**config.mk**
```make
export PLATFORM = sky130hd
export DESIGN_NAME = bfbi_host
export DESIGN_NICKNAME = d
export VERILOG_FILES = /design/src/hdl/bfbi_pkg.sv /design/src/hdl/bfbi_sync.sv /design/src/hdl/bfbi_host.sv
export SDC_FILE = /design/constraint.sdc
export NUM_CORES = 1
export LEC_CHECK = 0
export ABC_AREA = 1
export BUFFER_PORTS_ARGS = -buffer_cell sky130_fd_sc_hd__buf_4
export CAP_MARGIN = 15
export CORE_MARGIN = 2
export CORE_UTILIZATION = 40
export CTS_BUF_LIST = sky130_fd_sc_hd__clkbuf_16
export DETAILED_ROUTE_END_ITERATION = 8
export PLACE_DENSITY = 0.59
export SLEW_MARGIN = 0
export SYNTH_ARGS = -nofsm -noshare
export SYNTH_HDL_FRONTEND = slang
export SYNTH_HIERARCHICAL = 1
export SYNTH_SLANG_ARGS = --single-unit
export TNS_END_PERCENT = 5
```
**constraint.sdc**
```tcl
create_clock -name I_CLK -period 3 [get_ports I_CLK]
set_clock_uncertainty 0.1 [all_clocks]
set_input_delay 0.45 -clock I_CLK [delete_from_list [all_inputs] [get_ports I_CLK]]
set_output_delay 0.45 -clock I_CLK [all_outputs]
set_load 0.05 [all_outputs]
```
**src/hdl/bfbi_pkg.sv**
```systemverilog
// Purpose: Shared constants for the boot flash bus host controller
// Assumes: 100 MHz clock; flash pins buffered by the board
// Notes: Command codes and pulse times are named once here
package bfbi_pkg;
   // Clock and bus-cycle timing
   localparam int CLK_PERIOD_NS = 10;
   localparam int T_STROBE_NS = 100;   // Least strobe-low time, covers access plus sync
   localparam int T_RECOVER_NS = 30;   // Least strobe-high time between cycles
   localparam int STROBE_CYC = (T_STROBE_NS + CLK_PERIOD_NS - 1) / CLK_PERIOD_NS;
   localparam int RECOVER_CYC = (T_RECOVER_NS + CLK_PERIOD_NS - 1) / CLK_PERIOD_NS;
   localparam int CNT_W = 5;
   localparam logic [CNT_W-1:0] CNT_STROBE_FIRST = 5'h01;
   localparam logic [CNT_W-1:0] CNT_STROBE_LAST = CNT_W'(STROBE_CYC);
   localparam logic [CNT_W-1:0] CNT_CYC_LAST = CNT_W'(STROBE_CYC + RECOVER_CYC);
   localparam logic [CNT_W-1:0] CNT_ZERO = 5'h00;

   // Widths
   localparam int ADDR_W = 18;
   localparam int BADDR_W = 19;
   localparam int DATA_W = 16;

   // Command codes, written on the low byte only
   localparam logic [7:0] CMD_ERASE_SETUP = 8'h20;
   localparam logic [7:0] CMD_ERASE_CONFIRM = 8'hd0;
   localparam logic [7:0] CMD_PROGRAM_SETUP = 8'h40;
   localparam logic [7:0] CMD_READ_ARRAY = 8'hff;
   localparam logic [7:0] CMD_IDENTIFY = 8'h90;   // Plain default, adjust per part
   localparam int STATUS_READY_BIT = 7;          // Sequencer ready flag in status byte

   // User operations
   typedef enum logic [2:0] {
      BFBI_OP_READ = 3'h0,
      BFBI_OP_PROGRAM = 3'h1,
      BFBI_OP_ERASE = 3'h2,
      BFBI_OP_IDENT_CMD = 3'h3,
      BFBI_OP_IDENT_HV = 3'h4,
      BFBI_OP_READ_ARRAY = 3'h5
   } bfbi_op_e;

   // Controller states
   typedef enum logic [2:0] {
      ST_IDLE = 3'h0,
      ST_CMD1 = 3'h1,
      ST_CMD2 = 3'h2,
      ST_POLL = 3'h3,
      ST_RDARR = 3'h4,
      ST_READ = 3'h5,
      ST_DONE = 3'h6
   } bfbi_state_e;
endpackage

```
**src/hdl/bfbi_sync.sv**
```systemverilog
// Purpose: Two-stage synchroniser for pin inputs
// Assumes: Synchronous active-low reset
// Notes: First stage feeds only the second stage
`timescale 1ns/1ps
module bfbi_sync #(
   parameter int W = 16
) (
   input wire logic I_CLK,
   input wire logic I_RESETN,
   input wire logic [W-1:0] i_d,
   output logic [W-1:0] o_q
);
   logic [W-1:0] meta_ff;
   logic [W-1:0] q_ff;

   // Pins change with no relation to our clock
   always_ff @(posedge I_CLK) begin
      if (!I_RESETN) begin
         meta_ff <= '0;
         q_ff <= '0;
      end else begin
         meta_ff <= i_d;
         q_ff <= meta_ff;
      end
   end

   assign o_q = q_ff;
endmodule

```
**src/hdl/bfbi_host.sv**
```systemverilog
// Purpose: Host controller driving a boot-block flash over its parallel pins
// Assumes: One request at a time; flash answers within the strobe time
// Notes: Program and erase end with a status poll and a read-array write
`timescale 1ns/1ps
// Functional notes
// - Byte mode: top data pin carries address
// - Commands only on low data byte
// - Program supply high until operation completes
// - Erase is setup 20h then D0h
// - Program is setup then one data cycle
// - Read-array FFh after program or erase
// - Boot block needs write-protect pin high
module bfbi_host (
   input wire logic I_CLK,
   input wire logic I_RESETN,
   input wire logic I_REQ,
   input wire logic [2:0] I_OP,
   input wire logic [bfbi_pkg::BADDR_W-1:0] I_ADDR,
   input wire logic [bfbi_pkg::DATA_W-1:0] I_WDATA,
   input wire logic I_WORD_MODE,
   input wire logic I_BOOT_UNLOCK,
   output logic O_READY,
   output logic O_DONE,
   output logic [bfbi_pkg::DATA_W-1:0] O_RDATA,
   output logic [7:0] O_STATUS,
   output logic O_CE_N,
   output logic O_OE_N,
   output logic O_WE_N,
   output logic O_RP_N,
   output logic O_WP,
   output logic O_BYTE_N,
   output logic [bfbi_pkg::ADDR_W-1:0] O_A,
   output logic [bfbi_pkg::DATA_W-1:0] O_DQ,
   output logic [bfbi_pkg::DATA_W-1:0] O_DQ_OE,
   input wire logic [bfbi_pkg::DATA_W-1:0] I_DQ,
   output logic O_VPP_HI,
   output logic O_ID_HV
);
   bfbi_pkg::bfbi_state_e state_ff, nxt_state;
   logic [bfbi_pkg::CNT_W-1:0] cnt_ff, nxt_cnt;
   logic [2:0] op_ff;
   logic [bfbi_pkg::BADDR_W-1:0] addr_ff;
   logic [bfbi_pkg::DATA_W-1:0] wdata_ff;
   logic word_ff;
   logic unlock_ff;
   logic ready_ff, done_ff, vpp_ff, rp_n_ff, ce_n_ff, oe_n_ff, we_n_ff, id_hv_ff;
   logic [bfbi_pkg::DATA_W-1:0] rdata_ff;
   logic [7:0] status_ff;
   logic [bfbi_pkg::ADDR_W-1:0] a_ff;
   logic [bfbi_pkg::DATA_W-1:0] dq_ff, dq_oe_ff;
   logic [bfbi_pkg::DATA_W-1:0] dq_sync;

   // Data pins come from another timing domain
   bfbi_sync #(.W(bfbi_pkg::DATA_W)) u_dq_sync (
      .I_CLK(I_CLK),
      .I_RESETN(I_RESETN),
      .i_d(I_DQ),
      .o_q(dq_sync)
   );

   // Bus-cycle phase decode
   wire cyc_last = (cnt_ff == bfbi_pkg::CNT_CYC_LAST);
   wire in_strobe = (cnt_ff >= bfbi_pkg::CNT_STROBE_FIRST) &&
                    (cnt_ff <= bfbi_pkg::CNT_STROBE_LAST);
   wire sample = (cnt_ff == bfbi_pkg::CNT_STROBE_LAST);
   wire busy = (state_ff != bfbi_pkg::ST_IDLE) && (state_ff != bfbi_pkg::ST_DONE);
   wire is_rd = (state_ff == bfbi_pkg::ST_POLL) || (state_ff == bfbi_pkg::ST_READ);
   wire is_wr = busy && !is_rd;
   wire is_pe = (op_ff == bfbi_pkg::BFBI_OP_PROGRAM) || (op_ff == bfbi_pkg::BFBI_OP_ERASE);
   wire accept = (state_ff == bfbi_pkg::ST_IDLE) && I_REQ;
   wire seq_ready = dq_sync[bfbi_pkg::STATUS_READY_BIT];

   // Command byte for each write cycle; only the low byte matters
   wire [7:0] cmd1_byte =
      (op_ff == bfbi_pkg::BFBI_OP_PROGRAM) ? bfbi_pkg::CMD_PROGRAM_SETUP :
      (op_ff == bfbi_pkg::BFBI_OP_ERASE) ? bfbi_pkg::CMD_ERASE_SETUP :
      (op_ff == bfbi_pkg::BFBI_OP_IDENT_CMD) ? bfbi_pkg::CMD_IDENTIFY :
      bfbi_pkg::CMD_READ_ARRAY;
   wire data_cycle = (state_ff == bfbi_pkg::ST_CMD2) && (op_ff == bfbi_pkg::BFBI_OP_PROGRAM);
   wire [7:0] low_byte =
      data_cycle ? wdata_ff[7:0] :
      (state_ff == bfbi_pkg::ST_CMD2) ? bfbi_pkg::CMD_ERASE_CONFIRM :
      (state_ff == bfbi_pkg::ST_RDARR) ? bfbi_pkg::CMD_READ_ARRAY : cmd1_byte;

   // Address: word index in word mode, byte index over 19 bits otherwise
   wire [bfbi_pkg::ADDR_W-1:0] pin_addr = word_ff ? addr_ff[bfbi_pkg::ADDR_W-1:0] :
                                          addr_ff[bfbi_pkg::BADDR_W-1:1];

   // Drive plan: upper bits only on word data cycles, top pin as address in byte mode
   wire [6:0] mid_oe = (word_ff && data_cycle) ? 7'h7f : 7'h00;
   wire top_oe = busy && (word_ff ? data_cycle : 1'b1);
   wire top_val = word_ff ? wdata_ff[15] : addr_ff[0];
   wire [7:0] low_oe = is_wr ? 8'hff : 8'h00; // Released on reads so the flash can drive

   // Read word as seen by the user
   wire [bfbi_pkg::DATA_W-1:0] rd_word = word_ff ? dq_sync : {8'h00, dq_sync[7:0]};

   // Sequencing of reads and of the one- and two-cycle command operations
   always_comb begin
      nxt_state = state_ff;
      nxt_cnt = cnt_ff;
      if (busy) begin
         nxt_cnt = cyc_last ? bfbi_pkg::CNT_ZERO : cnt_ff + 5'h01;
      end
      case (state_ff)
         bfbi_pkg::ST_IDLE: begin
            if (I_REQ) begin
               nxt_cnt = bfbi_pkg::CNT_ZERO;
               if ((I_OP == bfbi_pkg::BFBI_OP_READ) || (I_OP == bfbi_pkg::BFBI_OP_IDENT_HV)) begin
                  nxt_state = bfbi_pkg::ST_READ;
               end else begin
                  nxt_state = bfbi_pkg::ST_CMD1;
               end
            end
         end
         bfbi_pkg::ST_CMD1: begin
            if (cyc_last) begin
               nxt_state = is_pe ? bfbi_pkg::ST_CMD2 : bfbi_pkg::ST_DONE;
            end
         end
         bfbi_pkg::ST_CMD2: begin
            if (cyc_last) begin
               nxt_state = bfbi_pkg::ST_POLL;
            end
         end
         bfbi_pkg::ST_POLL: begin
            // Status shows until a read-array write restores the array
            if (cyc_last && status_ff[bfbi_pkg::STATUS_READY_BIT]) begin
               nxt_state = bfbi_pkg::ST_RDARR;
            end
         end
         bfbi_pkg::ST_RDARR: begin
            if (cyc_last) begin
               nxt_state = bfbi_pkg::ST_DONE;
            end
         end
         bfbi_pkg::ST_READ: begin
            if (cyc_last) begin
               nxt_state = bfbi_pkg::ST_DONE;
            end
         end
         bfbi_pkg::ST_DONE: begin
            nxt_state = bfbi_pkg::ST_IDLE;
         end
         default: begin
            nxt_state = bfbi_pkg::ST_IDLE;
            nxt_cnt = bfbi_pkg::CNT_ZERO;
         end
      endcase
   end

   // State, counter and latched request
   always_ff @(posedge I_CLK) begin
      if (!I_RESETN) begin
         state_ff <= bfbi_pkg::ST_IDLE;
         cnt_ff <= bfbi_pkg::CNT_ZERO;
         op_ff <= 3'h0;
         addr_ff <= '0;
         wdata_ff <= '0;
         word_ff <= 1'b0;
         unlock_ff <= 1'b0;
      end else begin
         state_ff <= nxt_state;
         cnt_ff <= nxt_cnt;
         if (accept) begin
            op_ff <= I_OP;
            addr_ff <= I_ADDR;
            wdata_ff <= I_WDATA;
            word_ff <= I_WORD_MODE;
            unlock_ff <= I_BOOT_UNLOCK;
         end
      end
   end

   // Control strobes; CE frames each cycle, OE and WE are exclusive
   always_ff @(posedge I_CLK) begin
      if (!I_RESETN) begin
         rp_n_ff <= 1'b0;
         ce_n_ff <= 1'b1;
         oe_n_ff <= 1'b1;
         we_n_ff <= 1'b1;
      end else begin
         rp_n_ff <= 1'b1;
         ce_n_ff <= !(busy && !cyc_last);
         oe_n_ff <= !(is_rd && in_strobe);
         we_n_ff <= !(is_wr && in_strobe);
      end
   end

   // Address, data and high-voltage requests
   always_ff @(posedge I_CLK) begin
      if (!I_RESETN) begin
         a_ff <= '0;
         dq_ff <= '0;
         dq_oe_ff <= '0;
         vpp_ff <= 1'b0;
         id_hv_ff <= 1'b0;
      end else begin
         a_ff <= pin_addr;
         dq_ff <= {top_val, wdata_ff[14:8], low_byte};
         dq_oe_ff <= {top_oe, mid_oe, low_oe};
         // Raised from setup so it is stable by the confirm or data cycle
         if ((state_ff == bfbi_pkg::ST_CMD1) && is_pe) begin
            vpp_ff <= 1'b1;
         end else if (state_ff == bfbi_pkg::ST_RDARR) begin
            vpp_ff <= 1'b0;
         end
         id_hv_ff <= (state_ff == bfbi_pkg::ST_READ) &&
                     (op_ff == bfbi_pkg::BFBI_OP_IDENT_HV);
      end
   end

   // Results and handshake to the user side
   always_ff @(posedge I_CLK) begin
      if (!I_RESETN) begin
         rdata_ff <= '0;
         status_ff <= 8'h00;
         ready_ff <= 1'b0;
         done_ff <= 1'b0;
      end else begin
         if ((state_ff == bfbi_pkg::ST_READ) && sample) begin
            rdata_ff <= rd_word;
         end
         if ((state_ff == bfbi_pkg::ST_POLL) && sample) begin
            status_ff <= dq_sync[7:0];
         end else if (state_ff == bfbi_pkg::ST_CMD1) begin
            status_ff <= {1'b0, status_ff[6:0]} & {~seq_ready, 7'h7f};
         end
         ready_ff <= (nxt_state == bfbi_pkg::ST_IDLE);
         done_ff <= (state_ff == bfbi_pkg::ST_DONE);
      end
   end

   // Boot-block unlock held for the whole program or erase
   logic wp_ff;
   always_ff @(posedge I_CLK) begin
      if (!I_RESETN) begin
         wp_ff <= 1'b0;
      end else begin
         wp_ff <= busy && is_pe && unlock_ff;
      end
   end

   assign O_READY = ready_ff;
   assign O_DONE = done_ff;
   assign O_RDATA = rdata_ff;
   assign O_STATUS = status_ff;
   assign O_CE_N = ce_n_ff;
   assign O_OE_N = oe_n_ff;
   assign O_WE_N = we_n_ff;
   assign O_RP_N = rp_n_ff;
   assign O_WP = wp_ff;
   assign O_BYTE_N = word_ff;
   assign O_A = a_ff;
   assign O_DQ = dq_ff;
   assign O_DQ_OE = dq_oe_ff;
   assign O_VPP_HI = vpp_ff;
   assign O_ID_HV = id_hv_ff;
endmodule

```
==> run summary <==
The net count after synthesis is ~710. The number of setup buffers added after CTS is 0. The via count of the first global-routing pass is between 4000 and 5000. After synthesis, the mean cell area works out to ~8 um^2. The total global routing overflow is 0.

By startpoint and endpoint, the worst setup path is classified as reg -> reg. The critical path runs through a total of 7 cells. The synthesized netlist contains 27 unique library cells. The flow ran to the end, and the final reports show no timing, DRC or antenna violations. The clock latency on the worst-skew pair is 410 ps.

The most used flip-flop cell after synthesis is sky130_fd_sc_hd__dfxtp_1. The first global-routing pass estimated 19800 um of wire. The library cell used most frequently in the layout, excluding fill and tap cells, is sky130_fd_sc_hd__dfxtp_1. The post-detailed-routing wire length is between 10000 and 15000 um. The number of antenna violations at the first check in global routing is 0.

The largest individual stage delay along the critical path comes from the cell sky130_fd_sc_hd__inv_2. At the end of the flow, the number of nets in the layout was roughly 840. The smallest clock period supported by the final layout is computed as around 2000 ps. The number of diodes added for antenna fixing is 0. The fraction of layout cells with a size suffix above 1 came out at 0.241. The via total after detailed routing came out at roughly 4400. The count of cells along the worst register-to-register path is 7. STA classifies the critical path endpoint as a register. The post-synthesis cell area came out at approximately 0.0053 mm^2. The die span in y is around 120 um.

Across every metal layer, demand over resource in global routing totals 0.176. The area taken by flip-flops and latches came out at 0.00300 mm^2. Measured against its own limit, the worst slew margin works out to 0.508. The data required time at the worst endpoint is 3240 ps.

The footprint of the multi-input gates is ~0.0017 mm^2. The total core area is 0.0131 mm^2. The floorplan step defined a die boundary enclosing 0.0143 mm^2. The post-synthesis adder-cell area fraction is 0.0141. The worst reg-to-reg setup slack is approximately 1000 ps. The CTS buffer count is 17. The post-synthesis share of cell area spent on xor and xnor gates is 0.00329. The flip-flop and latch count after synthesis came out at 150. The worst slack on hold paths came out at about 120 ps. In the finished design, the share of the clock period the worst path needs comes to 0.661.

The number of remaining DRC errors came out at 0. For this run, the slowest stage of the critical path takes between 500 and 600 ps. The number of DRC markers in iteration 0 is 260.

The ratio of total power to cell area came out at between 600 and 700 mW/mm^2. The number of nets with antenna violations after routing came out at 0. The area growth from synthesis to layout is 29.3%.

The maximum root-to-sink buffer count is 2. The capturing instance or port of the critical path is wdata_ff[0]. Across the VDD grid, the largest voltage drop is ~0.32 mV.

In this run, post-CTS hold repair placed 0 buffers. The final worst-path setup slack is between 1000 and 1500 ps. The final setup violation count came out at 0. Of the total synthesized cell area, the portion taken by AND, OR, NAND and NOR gates is 0.170.

The clock transition at the registers of the reported paths came out at roughly 60 ps. The worst hold path passes through 3 cells. The sequential cell area fraction in the yosys report came out at 0.564. The sum of buffers and inverters on the critical path is 3. The synthesized-area fraction occupied by ao, oa, aoi and oai cells was 0.141. The TritonCTS sink count came out at 150. The post-placement worst setup slack is between 1000 and 1500 ps. The number of failing hold endpoints at the final stage is 0. The width of the die is about 120 um. The multiplexer area fraction after synthesis came out at 0. The worst setup path is launched from a register. The via-per-instance ratio came out at about 4.5. The detailed-route wire length per cell is between 10 and 15 um. The endpoint identified for the worst register-to-register timing path is wdata_ff[0].

For this configuration, the core starts out at a cell density of 0.405. The number of buffers inserted by port buffering came out at between 100 and 150. The number of instances resized during post-cts repair is 0.

The critical path starts at state_ff[2]. The congestion estimate from routability-driven global placement came to ~0.86. The number of levels in the clock H-tree came out at 4.

In this run the worst hold path is classified as in -> reg. The estimated wirelength of the detail-placed design came out at approximately 8500 um. For this run, the number of Yosys warnings is 6. In this run the core area contains 42 standard-cell rows. Along the worst path, the maximum fanout reaches 49. The number of slew-limit violations in the final report came out at 0. The root cell of the clock tree is sky130_fd_sc_hd__clkbuf_16. The detailed-routing iteration count for the pre-antenna-repair pass came out at 4. Traced cell by cell, the critical path runs through inv_2, nand2_2, nor2_2, inv_2, buf_4, nor2_1, nor2_1. The count of maximum capacitance violations is 0. Setup repair after global routing left no endpoint under its margin.

By area, the combinational part of the netlist is dominated by simple AND/OR/NAND/NOR gates. The layout filler cell count is 1300. The share of async-settable or async-resettable flops after synthesis is 0.

Leaving out fill and tap cells, the most frequent cells in the layout are sky130_fd_sc_hd__dfxtp_1, sky130_fd_sc_hd__buf_4, sky130_fd_sc_hd__nor2_1. For the pin with the worst max-slew slack, the measured transition is approximately 740 ps. The maximum clock frequency is 504 MHz. The leakage power figure is about 0.0034 uW. TritonCTS built the clock tree. Broken down by cell family, the worst path's largest delay share belongs to buffers and inverters. In the final timing run, aggregate negative setup slack is 0 ps. The pin count of the biggest net entering global routing came out at 50. The endpoint arrival time on the critical path is ~2200 ps.

The number of instances in the synthesized netlist came out at 648. 143 I/O pins were placed. In this run, synthesis inferred 0 flip-flops with an integrated enable. In this run the critical register-to-register path is launched from state_ff[2].
==> metal layers <==
layer | vias up | wire length, um | GRT usage | part of all wire
met5 | - | 0 | 0 | 0
met4 | 0 | 78 | 0.0838 | 0.0065
met3 | 4 | 819 | 0.0527 | 0.068
met2 | 133 | 5590 | 0.281 | 0.46
met1 | 1952 | 5580 | 0.218 | 0.46
li1 | 2278 | - | - | -
==> cell families after synthesis <==
family,Yosys count
fa+ha+maj,6
compound gates,147
simple gates,215
flops,150
xor+xnor,2
buf+inv,128
==> cell usage after synthesis (2+ instances only) <==
cell | number | area (um^2)
sky130_fd_sc_hd__nand2_2 | 2 | 12.5
sky130_fd_sc_hd__nor2_4 | 3 | 33.8
sky130_fd_sc_hd__a22oi_1 | 2 | 15.0
sky130_fd_sc_hd__dfxtp_1 | 150 | 3000
sky130_fd_sc_hd__nand2_1 | 87 | 327
sky130_fd_sc_hd__nor2_1 | 93 | 349
sky130_fd_sc_hd__ha_1 | 6 | 75.1
sky130_fd_sc_hd__nand3_2 | 2 | 20.0
sky130_fd_sc_hd__a31oi_1 | 2 | 12.5
sky130_fd_sc_hd__buf_4 | 15 | 113
sky130_fd_sc_hd__inv_1 | 79 | 297
sky130_fd_sc_hd__o21ai_1 | 7 | 35.0
sky130_fd_sc_hd__buf_2 | 6 | 30.0
sky130_fd_sc_hd__xor2_1 | 2 | 17.5
sky130_fd_sc_hd__buf_6 | 4 | 45.0
sky130_fd_sc_hd__nand3_1 | 17 | 85.1
sky130_fd_sc_hd__a21oi_1 | 61 | 305
sky130_fd_sc_hd__nor2_2 | 4 | 25.0
sky130_fd_sc_hd__nor3_1 | 4 | 20.0
sky130_fd_sc_hd__clkbuf_1 | 17 | 63.8
sky130_fd_sc_hd__inv_2 | 7 | 26.3
sky130_fd_sc_hd__o21ai_0 | 73 | 365
==> power breakdown <==
part           switching [uW]  internal (uW)
sequential               58.6           2130
clock                     732           1010
combinational             443            208
total                    1230           3350
==> registers in the layout, summed over array words and instances, names as in the netlist, 3 cells and up <==
signal             count
O_A                   18
O_DQ                  16
O_DQ_OE                3
O_RDATA               16
O_STATUS               8
addr_ff               19
cnt_ff                 5
op_ff                  3
state_ff               3
u_dq_sync/meta_ff     16
u_dq_sync/o_q         16
wdata_ff              16
==> stage by stage <==
step                      area (um^2)  utilization  power, uW  instances
after detailed placement         6400        0.488       2880        930
after floorplan                  5330            -       2670        648
after global routing             6890        0.524       4780        960
after CTS                        6890        0.524       4630        960
final                            6890        0.524       4580        960
after global placement           6400        0.488       2870        930
==> tightest hold or removal path: cells and delay by family <==
family	cells	cell delay (ps)
AND/OR/NAND/NOR	1	40
buffers and inverters	2	110
==> worst min path at each step <==
| stage | from | to |
|---|---|---|
| CTS | I_DQ[8] | u_dq_sync/meta_ff[8] |
| floorplan | u_dq_sync/meta_ff[0] | u_dq_sync/o_q[0] |
| finish | I_DQ[7] | u_dq_sync/meta_ff[7] |
| global placement | u_dq_sync/meta_ff[2] | u_dq_sync/o_q[2] |
| detailed placement | u_dq_sync/meta_ff[15] | u_dq_sync/o_q[15] |
| global route | I_DQ[10] | u_dq_sync/meta_ff[10] |
==> area by class of cell <==
| class | instances | area share |
|---|---|---|
| Multi-Input combinational cell | 370 | 0.254 |
| Clock buffer | 17 | 0.0618 |
| Clock inverter | 13 | 0.00800 |
| Tap cell | 176 | 0.0320 |
| Timing Repair Buffer | 148 | 0.161 |
| Sequential cell | 150 | 0.436 |
| Inverter | 86 | 0.0469 |
(Power assumes the default switching activity.)
